$ cat config.mk
export PLATFORM = sky130hd
export DESIGN_NAME = ccs_regs
export DESIGN_NICKNAME = d
export VERILOG_FILES = /design/src/common/ccs_pkg.sv /design/src/core/ccs_power_ctrl.sv /design/src/core/ccs_regs.sv
export SDC_FILE = /design/constraint.sdc
export NUM_CORES = 1
export LEC_CHECK = 0
export ABC_AREA = 0
export BUFFER_PORTS_ARGS = -buffer_cell sky130_fd_sc_hd__buf_2
export CORE_MARGIN = 5
export CORE_UTILIZATION = 28
export CTS_BUF_LIST = sky130_fd_sc_hd__clkbuf_16
export CTS_CLUSTER_DIAMETER = 40
export DETAILED_ROUTE_END_ITERATION = 6
export PLACE_DENSITY = 0.5
export SLEW_MARGIN = 40
export SYNTH_ARGS = -nofsm -noshare
export SYNTH_HDL_FRONTEND = slang
export SYNTH_SLANG_ARGS = --single-unit
$ cat constraint.sdc
create_clock -name CORE_CLK -period 2.44 [get_ports CORE_CLK]
set_clock_uncertainty 0.15 [all_clocks]
set_input_delay 0.366 -clock CORE_CLK [delete_from_list [all_inputs] [get_ports CORE_CLK]]
set_output_delay 0.366 -clock CORE_CLK [all_outputs]
set_load 0.01 [all_outputs]
$ cat src/common/ccs_pkg.sv
`default_nettype none
package ccs_pkg;
    // ----------------------------------------
    // register map (attribute memory byte addresses)
    // ----------------------------------------
    localparam logic [10:0] ADDR_CONDITION = 11'h202;
    localparam logic [10:0] ADDR_PIN_REPL = 11'h204;
    localparam logic [10:0] ADDR_SOCKET = 11'h206;

    // ----------------------------------------
    // card_condition_status fields
    // ----------------------------------------
    localparam int CCS_CHANGED_BIT = 7;
    localparam int CCS_CHG_EN_BIT = 6;
    localparam int CCS_IO8_BIT = 5;
    localparam int CCS_PWRDN_BIT = 2;
    localparam int CCS_INT_BIT = 1;

    // ----------------------------------------
    // pin_replacement_flags fields
    // ----------------------------------------
    localparam int PRF_RDY_CHG_BIT = 5;
    localparam int PRF_WP_CHG_BIT = 4;
    localparam int PRF_ONE3_BIT = 3;
    localparam int PRF_ONE2_BIT = 2;
    localparam int PRF_RDY_BIT = 1;
    localparam int PRF_WP_BIT = 0;

    // ----------------------------------------
    // socket_and_copy_info fields
    // ----------------------------------------
    localparam int SCI_DRIVE_BIT = 4;

    // ----------------------------------------
    // reset values
    // ----------------------------------------
    localparam logic RST_CHG_EN = 1'b0;
    localparam logic RST_IO8 = 1'b0;
    localparam logic RST_PWRDN = 1'b0;
    localparam logic RST_DRIVE = 1'b0;
    localparam logic RST_FLAG = 1'b0;

    // ----------------------------------------
    // power transition time, in cycles of CORE_CLK
    // ----------------------------------------
    localparam int CLK_PERIOD_NS = 25;
    localparam int PWR_SETTLE_NS = 1000;
    localparam int PWR_SETTLE_CYC = (PWR_SETTLE_NS + CLK_PERIOD_NS - 1) / CLK_PERIOD_NS;
    localparam int IDLE_NS = 10000;
    localparam int IDLE_CYC = IDLE_NS / CLK_PERIOD_NS;

    // ----------------------------------------
    // attribute bus request toward the register bank
    // ----------------------------------------
    typedef struct packed {
        logic rd;
        logic wr;
        logic [10:0] addr;
        logic [7:0] wdata;
    } ccs_req_t;

    typedef enum logic [1:0] {
        PWR_ACTIVE,
        PWR_TO_SLEEP,
        PWR_SLEEP,
        PWR_TO_ACTIVE
    } ccs_pwr_t;
endpackage
`default_nettype wire

$ cat src/core/ccs_power_ctrl.sv
`timescale 1ns/10ps
`default_nettype none
module ccs_power_ctrl (
    input wire logic clk,
    input wire logic rst_n,
    input wire logic power_down_request,
    input wire logic cmd_arrive,
    input wire logic core_idle,
    output logic sleeping,
    output logic busy
);
    import ccs_pkg::*;

    ccs_pwr_t state;
    logic [15:0] cnt;
    logic req_q;
    logic req_edge;
    logic idle_hit;

    assign req_edge = power_down_request ^ req_q;
    assign idle_hit = (cnt == 16'(IDLE_CYC - 1));

    always_ff @(posedge clk) begin
        if (!rst_n) begin
            req_q <= 1'b0;
        end else begin
            req_q <= power_down_request;
        end
    end

    // a request change always restarts the transition so ready waits for the new state
    always_ff @(posedge clk) begin
        if (!rst_n) begin
            state <= PWR_ACTIVE;
            cnt <= 16'h0000;
        end else if (req_edge) begin
            state <= power_down_request ? PWR_TO_SLEEP : PWR_TO_ACTIVE;
            cnt <= 16'h0000;
        end else begin
            unique case (state)
                PWR_ACTIVE: begin
                    // auto sleep on idle, independent of the request bit
                    if (!core_idle || cmd_arrive) begin
                        cnt <= 16'h0000;
                    end else if (idle_hit) begin
                        state <= PWR_SLEEP;
                        cnt <= 16'h0000;
                    end else begin
                        cnt <= cnt + 16'h0001;
                    end
                end
                PWR_TO_SLEEP, PWR_TO_ACTIVE: begin
                    if (cnt == 16'(PWR_SETTLE_CYC - 1)) begin
                        state <= (state == PWR_TO_SLEEP) ? PWR_SLEEP : PWR_ACTIVE;
                        cnt <= 16'h0000;
                    end else begin
                        cnt <= cnt + 16'h0001;
                    end
                end
                PWR_SLEEP: begin
                    if (cmd_arrive) begin
                        state <= PWR_TO_ACTIVE;
                        cnt <= 16'h0000;
                    end
                end
            endcase
        end
    end

    assign sleeping = (state == PWR_SLEEP);
    assign busy = (state == PWR_TO_SLEEP) || (state == PWR_TO_ACTIVE) || req_edge;
endmodule
`default_nettype wire

$ cat src/core/ccs_regs.sv
`timescale 1ns/10ps
`default_nettype none
// Summary of operation
// - registers decode at attribute addresses 202h, 204h and 206h.
// - changed bit reads one when either change flag is set.
// - status-change pin low when changed, enabled and configured for I/O.
// - with enable clear, status-change pin stays high while in I/O mode.
// - status-change enable is stored and read back.
// - eight-bit I/O request accepted but ignored; both widths always work.
// - power-down bit one enters power save, zero returns to active.
// - any power-down bit change shows busy until the new state is reached.
// - card sleeps itself when idle and wakes on a new command.
// - interrupt bit mirrors internal request until serviced, in any mode.
// - interrupt bit reads zero while interrupts are disabled.
// - ready change flag sets when live ready/busy toggles; host may write.
// - protect change flag sets when live write-protect toggles; host may write.
// - live write-protect reads zero; no protect switch exists.
// - mask bit one loads the written value into its change flag.
// - mask bit zero leaves its change flag untouched.
// - drive-number bit is stored and read back.
// - socket-number bits are ignored and read zero.
// - accesses are byte wide at even addresses, even byte only.
module ccs_regs (
    input wire logic CORE_CLK,
    input wire logic RST_N,
    input wire ccs_pkg::ccs_req_t REQ,
    input wire logic IO_CONFIGURED,
    input wire logic INT_REQUEST,
    input wire logic INTERRUPT_DISABLE_N,
    input wire logic CORE_READY,
    input wire logic CMD_ARRIVE,
    input wire logic CORE_IDLE,
    output logic [7:0] RDATA,
    output logic STATUS_CHANGE_OUT_N,
    output logic READY_OUT,
    output logic POWER_SAVE,
    output logic DRIVE_NUMBER
);
    import ccs_pkg::*;

    // ----------------------------------------
    // decode
    // ----------------------------------------
    function automatic logic hit(input ccs_req_t r, input logic [10:0] a);
        // odd addresses never match, so odd accesses fall through untouched
        return r.addr == a;
    endfunction

    logic wr_ccs;
    logic wr_prf;
    logic wr_sci;
    assign wr_ccs = REQ.wr && hit(REQ, ADDR_CONDITION);
    assign wr_prf = REQ.wr && hit(REQ, ADDR_PIN_REPL);
    assign wr_sci = REQ.wr && hit(REQ, ADDR_SOCKET);

    // ----------------------------------------
    // stored control bits
    // ----------------------------------------
    logic status_change_enable;
    logic eight_bit_io_request;
    logic power_down_request;
    logic drive_number;

    always_ff @(posedge CORE_CLK) begin
        if (!RST_N) begin
            status_change_enable <= RST_CHG_EN;
            eight_bit_io_request <= RST_IO8;
            power_down_request <= RST_PWRDN;
        end else if (wr_ccs) begin
            status_change_enable <= REQ.wdata[CCS_CHG_EN_BIT];
            // stored for readback only, the data path always handles both widths
            eight_bit_io_request <= REQ.wdata[CCS_IO8_BIT];
            power_down_request <= REQ.wdata[CCS_PWRDN_BIT];
        end
    end

    // reserved and socket-number bits are dropped on write
    always_ff @(posedge CORE_CLK) begin
        if (!RST_N) begin
            drive_number <= RST_DRIVE;
        end else if (wr_sci) begin
            drive_number <= REQ.wdata[SCI_DRIVE_BIT];
        end
    end

    // ----------------------------------------
    // power control
    // ----------------------------------------
    logic sleeping;
    logic pwr_busy;

    ccs_power_ctrl u_pwr (
        .clk(CORE_CLK),
        .rst_n(RST_N),
        .power_down_request(power_down_request),
        .cmd_arrive(CMD_ARRIVE),
        .core_idle(CORE_IDLE),
        .sleeping(sleeping),
        .busy(pwr_busy)
    );

    // ----------------------------------------
    // live pin states and change flags
    // ----------------------------------------
    logic live_ready_busy;
    logic live_write_protect;
    logic live_ready_q;
    logic live_wp_q;
    logic ready_change_flag;
    logic protect_change_flag;
    logic ready_change_mask;
    logic protect_change_mask;

    assign live_ready_busy = CORE_READY && !pwr_busy;
    assign live_write_protect = 1'b0;
    assign ready_change_mask = REQ.wdata[PRF_RDY_BIT];
    assign protect_change_mask = REQ.wdata[PRF_WP_BIT];

    always_ff @(posedge CORE_CLK) begin
        if (!RST_N) begin
            live_ready_q <= 1'b1;
            live_wp_q <= 1'b0;
        end else begin
            live_ready_q <= live_ready_busy;
            live_wp_q <= live_write_protect;
        end
    end

    // a hardware toggle beats a host clear in the same cycle
    always_ff @(posedge CORE_CLK) begin
        if (!RST_N) begin
            ready_change_flag <= RST_FLAG;
        end else if (live_ready_busy != live_ready_q) begin
            ready_change_flag <= 1'b1;
        end else if (wr_prf && ready_change_mask) begin
            ready_change_flag <= REQ.wdata[PRF_RDY_CHG_BIT];
        end
    end

    always_ff @(posedge CORE_CLK) begin
        if (!RST_N) begin
            protect_change_flag <= RST_FLAG;
        end else if (live_write_protect != live_wp_q) begin
            protect_change_flag <= 1'b1;
        end else if (wr_prf && protect_change_mask) begin
            protect_change_flag <= REQ.wdata[PRF_WP_CHG_BIT];
        end
    end

    // ----------------------------------------
    // derived status
    // ----------------------------------------
    logic changed;
    logic int_pending;
    assign changed = ready_change_flag || protect_change_flag;
    assign int_pending = INT_REQUEST && INTERRUPT_DISABLE_N;

    // ----------------------------------------
    // read path
    // ----------------------------------------
    logic [7:0] next_rdata;
    always_comb begin
        next_rdata = 8'h00;
        if (REQ.rd && hit(REQ, ADDR_CONDITION)) begin
            next_rdata[CCS_CHANGED_BIT] = changed;
            next_rdata[CCS_CHG_EN_BIT] = status_change_enable;
            next_rdata[CCS_IO8_BIT] = eight_bit_io_request;
            next_rdata[CCS_PWRDN_BIT] = power_down_request;
            next_rdata[CCS_INT_BIT] = int_pending;
        end else if (REQ.rd && hit(REQ, ADDR_PIN_REPL)) begin
            next_rdata[PRF_RDY_CHG_BIT] = ready_change_flag;
            next_rdata[PRF_WP_CHG_BIT] = protect_change_flag;
            next_rdata[PRF_ONE3_BIT] = 1'b1;
            next_rdata[PRF_ONE2_BIT] = 1'b1;
            next_rdata[PRF_RDY_BIT] = live_ready_busy;
            next_rdata[PRF_WP_BIT] = live_write_protect;
        end else if (REQ.rd && hit(REQ, ADDR_SOCKET)) begin
            next_rdata[SCI_DRIVE_BIT] = drive_number;
        end
    end

    always_ff @(posedge CORE_CLK) begin
        if (!RST_N) begin
            RDATA <= 8'h00;
        end else begin
            RDATA <= next_rdata;
        end
    end

    // ----------------------------------------
    // pins
    // ----------------------------------------
    // outside I/O mode the pin is released high; in memory mode it carries no status
    always_ff @(posedge CORE_CLK) begin
        if (!RST_N) begin
            STATUS_CHANGE_OUT_N <= 1'b1;
        end else begin
            STATUS_CHANGE_OUT_N <= !(changed && status_change_enable && IO_CONFIGURED);
        end
    end

    always_ff @(posedge CORE_CLK) begin
        if (!RST_N) begin
            READY_OUT <= 1'b0;
            POWER_SAVE <= 1'b0;
            DRIVE_NUMBER <= 1'b0;
        end else begin
            READY_OUT <= live_ready_busy;
            POWER_SAVE <= sleeping;
            DRIVE_NUMBER <= drive_number;
        end
    end
endmodule
`default_nettype wire

==> results of run 1 <==
-- power groups by stage --
stage | Sequential [mW] | Combinational (mW) | Clock, mW
5_1_grt | 0.612 | 0.0668 | 0.875
3_5_place_dp | 0.625 | 0.0599 | 0
6_report | 0.612 | 0.0591 | 0.828
4_1_cts | 0.612 | 0.0600 | 0.852
3_3_place_gp | 0.625 | 0.0593 | 0
2_1_floorplan | 0.625 | 0.0287 | 0
-- layout make-up --
type	count	area [µm²]	share of cell area [%]
clock inverter	3	65.1	2.95
multi-input combinational	144	945	42.9
tap	75	93.8	4.26
sequential	37	741	33.6
inverter	7	26.3	1.19
timing repair buffer	40	208	9.43
clock buffer	5	125	5.68
-- layout by cell type (no fill, tap or decap), drive strengths merged, types with 2 or more instances in the layout --
master	netlist	layout
nand4	7	7
o21ai	7	7
nor4	3	3
nand2	22	22
clkbuf	2	5
a21oi	12	12
o211ai	4	4
mux2i	6	6
buf	5	40
nor3b	2	2
xor2	3	3
and3	7	7
nor2	4	4
dfxtp	37	37
o31ai	4	4
a31oi	2	2
nand3	12	12
or4b	3	3
or3	3	3
a22oi	5	5
inv	7	7
or4	2	2
nor4b	5	5
o211a	2	2
xnor2	6	6
bufinv	0	2
nor3	6	6
nand2b	2	2
and2	4	4
-- routing by layer --
layer  GRT usage, %  vias up
met3           2.49        4
met1           14.7      725
li1               -      798
met5              0        -
met4           4.60        0
met2           17.9       36
-- worst paths after layout --
path	from	endpoint	slack, ns	cells after the start
min	IO_CONFIGURED	STATUS_CHANGE_OUT_N	0.16	2
max	u_pwr.cnt[0]	u_pwr.cnt[14]	0.46	5
min reg2reg	eight_bit_io_request	eight_bit_io_request	0.32	2
max reg2reg	u_pwr.cnt[0]	u_pwr.cnt[14]	0.46	5
-- sequential cells by signal (all words and copies together), names as in the netlist --
name	count
DRIVE_NUMBER	1
POWER_SAVE	1
RDATA	7
READY_OUT	1
STATUS_CHANGE_OUT_N	1
drive_number	1
eight_bit_io_request	1
live_ready_q	1
power_down_request	1
protect_change_flag	1
ready_change_flag	1
status_change_enable	1
u_pwr.cnt	16
u_pwr.req_q	1
u_pwr.state	2
-- logic make-up (layout without fill, tap and decap cells) --
family | after synthesis | after routing | share of synthesized area (%)
AND/OR/NAND/NOR | 86 | 86 | 29.9
flip-flops | 37 | 37 | 42.4
buffers and inverters | 14 | 55 | 3.51
adder cells (fa/ha/maj) | 1 | 1 | 0.716
multiplexers | 6 | 6 | 3.44
other | 1 | 1 | 0.215
AO/OA/AOI/OAI | 41 | 41 | 15.3
XOR/XNOR | 9 | 9 | 4.51
-- critical path, stage by stage, from the launching register on --
cell and delay, ns:
dfxtp_1 0.41, ha_1 0.24, nand3_1 0.17, nand2b_1 0.27, or4_1 0.49, a22oi_1 0.17
==> summary.txt, run 1 <==
worst-case clock buffer depth - 2
Mapped Nets - 225
Starting DRT DRC Count - 56
final hold violations - 0
clock share of power - 55.2%
Die H - 89.0 µm
Seq/Total Area, Yosys - 42.4%
Nets - 265
syn_area_per_cell - 8.96 µm²
H-tree depth - 2
worst slack at placement - 0.449 ns
Setup TNS Final - 0 ns
FF+latch count, synth - 37
Buffers on Ports - 37
Area contributors post-synth - dfxtp_1 (42%), nand2_1 (4.7%), a21oi_1 (3.4%)
I/O pins - 41
fraction of registers with async set/reset - 0%
crit path max fanout - 6
Vias - 1,563
Post-DP HPWL - 3050 µm
top-area cell type share of the netlist area - 42.4%
Clk Latency, worst-skew pair - 0.28 ns
Startpoint Class - register
Layout Utilization - 36.8%
Lkg Pwr - 0.904 nW
status - completed
CTS clk-pin slew, worst paths - 0.06 ns
CTS tree - built
share of layout cells above drive strength 1 - 22.9%
Post-CTS Setup Inserts - 0
# hold bufs at CTS - 0
fmax - 505 MHz
routed len/inst - 13.2 µm
final std cells w/o fill - 311
initial antenna violation count - 0
TritonCTS buffer count - 5
# diodes - 0
min Tclk post-route - 1.98 ns
hold_ws - 0.163 ns
met3 wire len - 218 µm
DRC violations left - 0
TritonRoute pass-1 iters - 4
WP data required - 2.48 ns
uppermost routed layer - met4
Chip Width - 89.0 µm
Switching Share - 18.6%
vias in the first global route - 1,502
Clock Tree Root - clkbuf_16
final setup violation count - 0
routed vias/inst - 5.03
DIE AREA - 7920 µm²
most numerous cell in the Yosys netlist - dfxtp_1
Post-synth EDFFs - 0
most common library cells after synthesis - dfxtp_1 (37), nand2_1 (22), a21oi_1 (12), nand3_1 (12)
VDD IR max - 0.301 mV
remaining antenna violation count - 0
Tot GR Track Use - 11.3%
gate count after technology mapping - 195
CTS-repair resized insts - 0
class of the worst hold path - primary input to register
CP endpoint kind - register
# rows - 28
wire length on met1 - 1980 µm
first-pass GRT wire length - 6980 µm
total grt overflow - 0
P_sw - 280 µW
gpl congestion - 0.794
mapped cell area - 1750 µm²
total power - 1.50 mW
register share of total power - 40.8%
DP Area - 2010 µm²
Synth-to-Final Area Change - 26.1%
Final WS setup - 0.462 ns
CP Data Arrival Time - 2.02 ns
unrepaired setup endpoints after global routing - false
Netlist cell types - 45
combinational group share of total power - 3.9%
final wirelength - 4120 µm
Max Cap Viol - 0
PwrDens - 681 nW/µm²
Setup CP Type - register to register
clock sink total - 37
Fillers - 626
wire length on met2 - 1880 µm
Final Instance Area - 2200 µm²
Yosys warnings - 0
period utilization - 81.1%
CORE AREA - 5990 µm²
Initial Utilization - 29.2%
Pint - 1.22 mW
Yosys top cell by area - dfxtp_1
Final Max Tran Viols - 0
prevailing post-synth register cell - dfxtp_1
placed insts - 303
largest net degree at the start of global routing - 18
No activity file was read; power rests on OpenSTA's default activity.
==> run 2, diff against run 1 <==
--- a/config.mk
+++ b/config.mk
@@ -5,14 +5,14 @@
 export SDC_FILE = /design/constraint.sdc
 export NUM_CORES = 1
 export LEC_CHECK = 0
-export ABC_AREA = 0
+export ABC_AREA = 1
 export BUFFER_PORTS_ARGS = -buffer_cell sky130_fd_sc_hd__buf_2
 export CORE_MARGIN = 5
 export CORE_UTILIZATION = 28
 export CTS_BUF_LIST = sky130_fd_sc_hd__clkbuf_16
 export CTS_CLUSTER_DIAMETER = 40
 export DETAILED_ROUTE_END_ITERATION = 6
-export PLACE_DENSITY = 0.5
+export PLACE_DENSITY = 0.51
 export SLEW_MARGIN = 40
 export SYNTH_ARGS = -nofsm -noshare
 export SYNTH_HDL_FRONTEND = slang
==> constraint.sdc (replaced) <==
create_clock -name CORE_CLK -period 1.6 [get_ports CORE_CLK]
set_clock_uncertainty 0.15 [all_clocks]
set_input_delay 0.24 -clock CORE_CLK [delete_from_list [all_inputs] [get_ports CORE_CLK]]
set_output_delay 0.24 -clock CORE_CLK [all_outputs]
set_load 0.01 [all_outputs]
==> summary.txt, run 2 <==
status - completed (unchanged)
mapped cell area - 2010 µm² (was 1750 µm²)
CTS tree - built (unchanged)
biggest regs - u_pwr.cnt (16), RDATA (7), u_pwr.state (2) (unchanged)
Setup CP Type - register to register (unchanged)
Yosys top cell by area - dfxtp_1 (unchanged)
Synth-to-Final Area Change - 33.9% (was 26.1%)
CTS clk-pin slew, worst paths - 0.06 ns (about the same)
Final WS setup - 0.0652 ns (was 0.462 ns)
Bufs and invs on worst path - 1 (was 0)
crit-path cells - ha_4 > nand2_2 > inv_2 > nand2_2 > nor2_4 > nand2_2 > nand2_4 > nand3_4 > nand2_4 > nor2_1 (was ha_1 > nand3_1 > nand2b_1 > or4_1 > a22oi_1)
Lkg Pwr - 1.28 nW (was 0.904 nW)
vias in the first global route - 1,810 (was 1,502)
final wirelength - 4730 µm (was 4120 µm)
I/O pins - 41 (unchanged)
CP endpoint kind - register (unchanged)
Clock Tree Root - clkbuf_16 (unchanged)
worst slack at placement - -0.0355 ns (was 0.449 ns)
clock share of power - 50.9% (was 55.2%)
cell mode on critical path - nand2_2
combinational group share of total power - 6.4% (was 3.9%)
fraction of registers with async set/reset - 0% (unchanged)
Mapped Nets - 319 (was 225)
Starting DRT DRC Count - 70 (was 56)
Post-synth EDFFs - 0 (unchanged)
Initial Utilization - 29.2% (about the same)
# rows - 30 (was 28)
Biggest register - u_pwr.cnt (unchanged)
routed vias/inst - 4.33 (was 5.03)
class of the worst hold path - primary input to register (unchanged)
Post-DP HPWL - 3660 µm (was 3050 µm)
gpl congestion - 0.789 (was 0.794)
# diodes - 0 (unchanged)
min Tclk post-route - 1.53 ns (was 1.98 ns)
final hold violations - 0 (unchanged)
prevailing post-synth register cell - dfxtp_1 (unchanged)
syn_area_per_cell - 6.94 µm² (was 8.96 µm²)
Pint - 1.72 mW (was 1.22 mW)
PwrDens - 812 nW/µm² (was 681 nW/µm²)
remaining antenna violation count - 0 (unchanged)
top-area cell type share of the netlist area - 36.9% (was 42.4%)
initial antenna violation count - 0 (unchanged)
most common cell after layout, fill and taps aside - inv_1
FF+latch count, synth - 37 (unchanged)
total power - 2.18 mW (was 1.50 mW)
Area contributors post-synth - dfxtp_1 (37%), inv_1 (9.0%), nand2_1 (8.8%) (was dfxtp_1 (42%), nand2_1 (4.7%), a21oi_1 (3.4%))
total grt overflow - 0 (unchanged)
VDD IR max - 0.434 mV (was 0.301 mV)
Clk Latency, worst-skew pair - 0.28 ns (about the same)
most common library cells after synthesis - inv_1 (48), nand2_1 (47), nor2_1 (43), dfxtp_1 (37), nand3_1 (30) (was dfxtp_1 (37), nand2_1 (22), a21oi_1 (12), nand3_1 (12))
Buffers on Ports - 37 (unchanged)
final setup violation count - 0 (unchanged)
H-tree depth - 2 (unchanged)
first-pass GRT wire length - 8180 µm (was 6980 µm)
WP data required - 1.62 ns (was 2.48 ns)
DRC violations left - 0 (unchanged)
DIE AREA - 8960 µm² (was 7920 µm²)
CORE AREA - 6870 µm² (was 5990 µm²)
largest net degree at the start of global routing - 13 (was 18)
clock sink total - 37 (unchanged)
CP Data Arrival Time - 1.55 ns (was 2.02 ns)
Die H - 94.7 µm (was 89.0 µm)
Chip Width - 94.7 µm (was 89.0 µm)
Startpoint Class - register (unchanged)
Switching Share - 21.1% (was 18.6%)
Yosys warnings - 0 (unchanged)
worst-case clock buffer depth - 2 (unchanged)
Crit path largest cell delay - 0.35 ns (was 0.49 ns)
most numerous cell in the Yosys netlist - inv_1 (was dfxtp_1)
Slowest-stage cell, CP - dfxtp_2 (was or4_1)
fmax - 652 MHz (was 505 MHz)
P_sw - 461 µW (was 280 µW)
crit path max fanout - 5 (was 6)
Nets - 377 (was 265)
family with the most delay on the worst path - simple AND/OR/NAND/NOR gates (unchanged)
Netlist cell types - 33 (was 45)
TritonCTS buffer count - 5 (unchanged)
share of layout cells above drive strength 1 - 30.7% (was 22.9%)
commonest cells after routing, fill and taps aside - inv_1 (48), nand2_1 (44), nor2_1 (39), buf_2 (37), dfxtp_1 (32) (was dfxtp_1 (37), buf_2 (37), nand2_1 (22), nand3_1 (12), a21oi_1 (12))
routed len/inst - 10.7 µm (was 13.2 µm)
Max Cap Viol - 0 (unchanged)
Tot GR Track Use - 11.3% (about the same)
Seq/Total Area, Yosys - 36.9% (was 42.4%)
max reg flops - 16 (unchanged)
gate count after technology mapping - 289 (was 195)
unrepaired setup endpoints after global routing - true (was false)
Vias - 1,924 (was 1,563)
Final Max Tran Viols - 0 (unchanged)
register share of total power - 42.7% (was 40.8%)
period utilization - 95.9% (was 81.1%)
TritonRoute pass-1 iters - 4 (unchanged)
## run 2: cell count changes after synthesis, moves of 6 or more
cell,change
nor2_1,+39
nand3_1,+18
nand2_1,+25
nor2_2,+6
and3_1,-7
inv_1,+41
mux2i_1,-6
## run 2: repair_timing
item                                   4_1_cts  5_1_grt
resized for setup                            6       19
buffers inserted                             1        3
endpoints found under the hold margin        1        0
gates cloned                                 1        0
hold buffers                                 1        0
pin swaps                                    2       11
setup endpoints to repair                   17       17
## run 2: cell type report
type	instances	area [µm²]
fill	721	4180
multi-input combinational	194	1110
sequential	37	749
timing repair buffer	54	328
inverter	55	209
clock buffer	5	125
tap	96	120
clock inverter	3	42.5
## run 2: worst register-to-register path, delay by kind of cell (launching register included)
kind	cells	cell delay (ns)
buf+inv	1	0.05
fa+ha+maj	1	0.15
simple gates	8	0.71
flops	1	0.35
## run 2: metrics by stage
step                TNS, ns  instances  utilization (%)  cell area [µm²]  hold WS (ns)
global placement    -0.0289        431             34.8             2390         0.275
CTS                       0        441             37.8             2600        0.0612
global route        -0.0623        444             39.1             2690         0.110
finish                    0        444             39.1             2690        0.0719
detailed placement   -0.216        431             34.8             2390         0.270
floorplan                 0        289                -             2010         0.174
## run 2: layer usage
metal,track usage [%],wire length [µm],up-vias
met2,18.8,2350,31
met3,2.71,166,4
met4,2.52,23,0
met1,14.9,2190,860
li1,-,-,1029
met5,0,0,-
## run 2: power by group through the flow
stage | logic (mW) | registers [mW] | clock network (mW)
6_report | 0.139 | 0.932 | 1.11
5_1_grt | 0.157 | 0.932 | 1.17
4_1_cts | 0.137 | 0.932 | 1.14
3_5_place_dp | 0.131 | 0.952 | 0
3_3_place_gp | 0.129 | 0.952 | 0
2_1_floorplan | 0.0675 | 0.952 | 0
## run 2: kinds of logic after synthesis
logic type / synth area share, %
other: 0.187
and+or+nand+nor: 41.5
xor gates and xnor gates: 1.75
DFF: 36.9
adders and majority gates: 0.623
buffers and inverters: 11.9
AOI/OAI and AO/OA: 7.11
## run 2: worst paths after layout
| kind | slack, ns | start | cells past startpoint | end |
|---|---|---|---|---|
| max | 0.07 | u_pwr.cnt[1] | 10 | u_pwr.cnt[3] |
| max reg2reg | 0.07 | u_pwr.cnt[1] | 10 | u_pwr.cnt[3] |
| min | 0.07 | INTERRUPT_DISABLE_N | 3 | RDATA[1] |
| min reg2reg | 0.28 | drive_number | 2 | DRIVE_NUMBER |
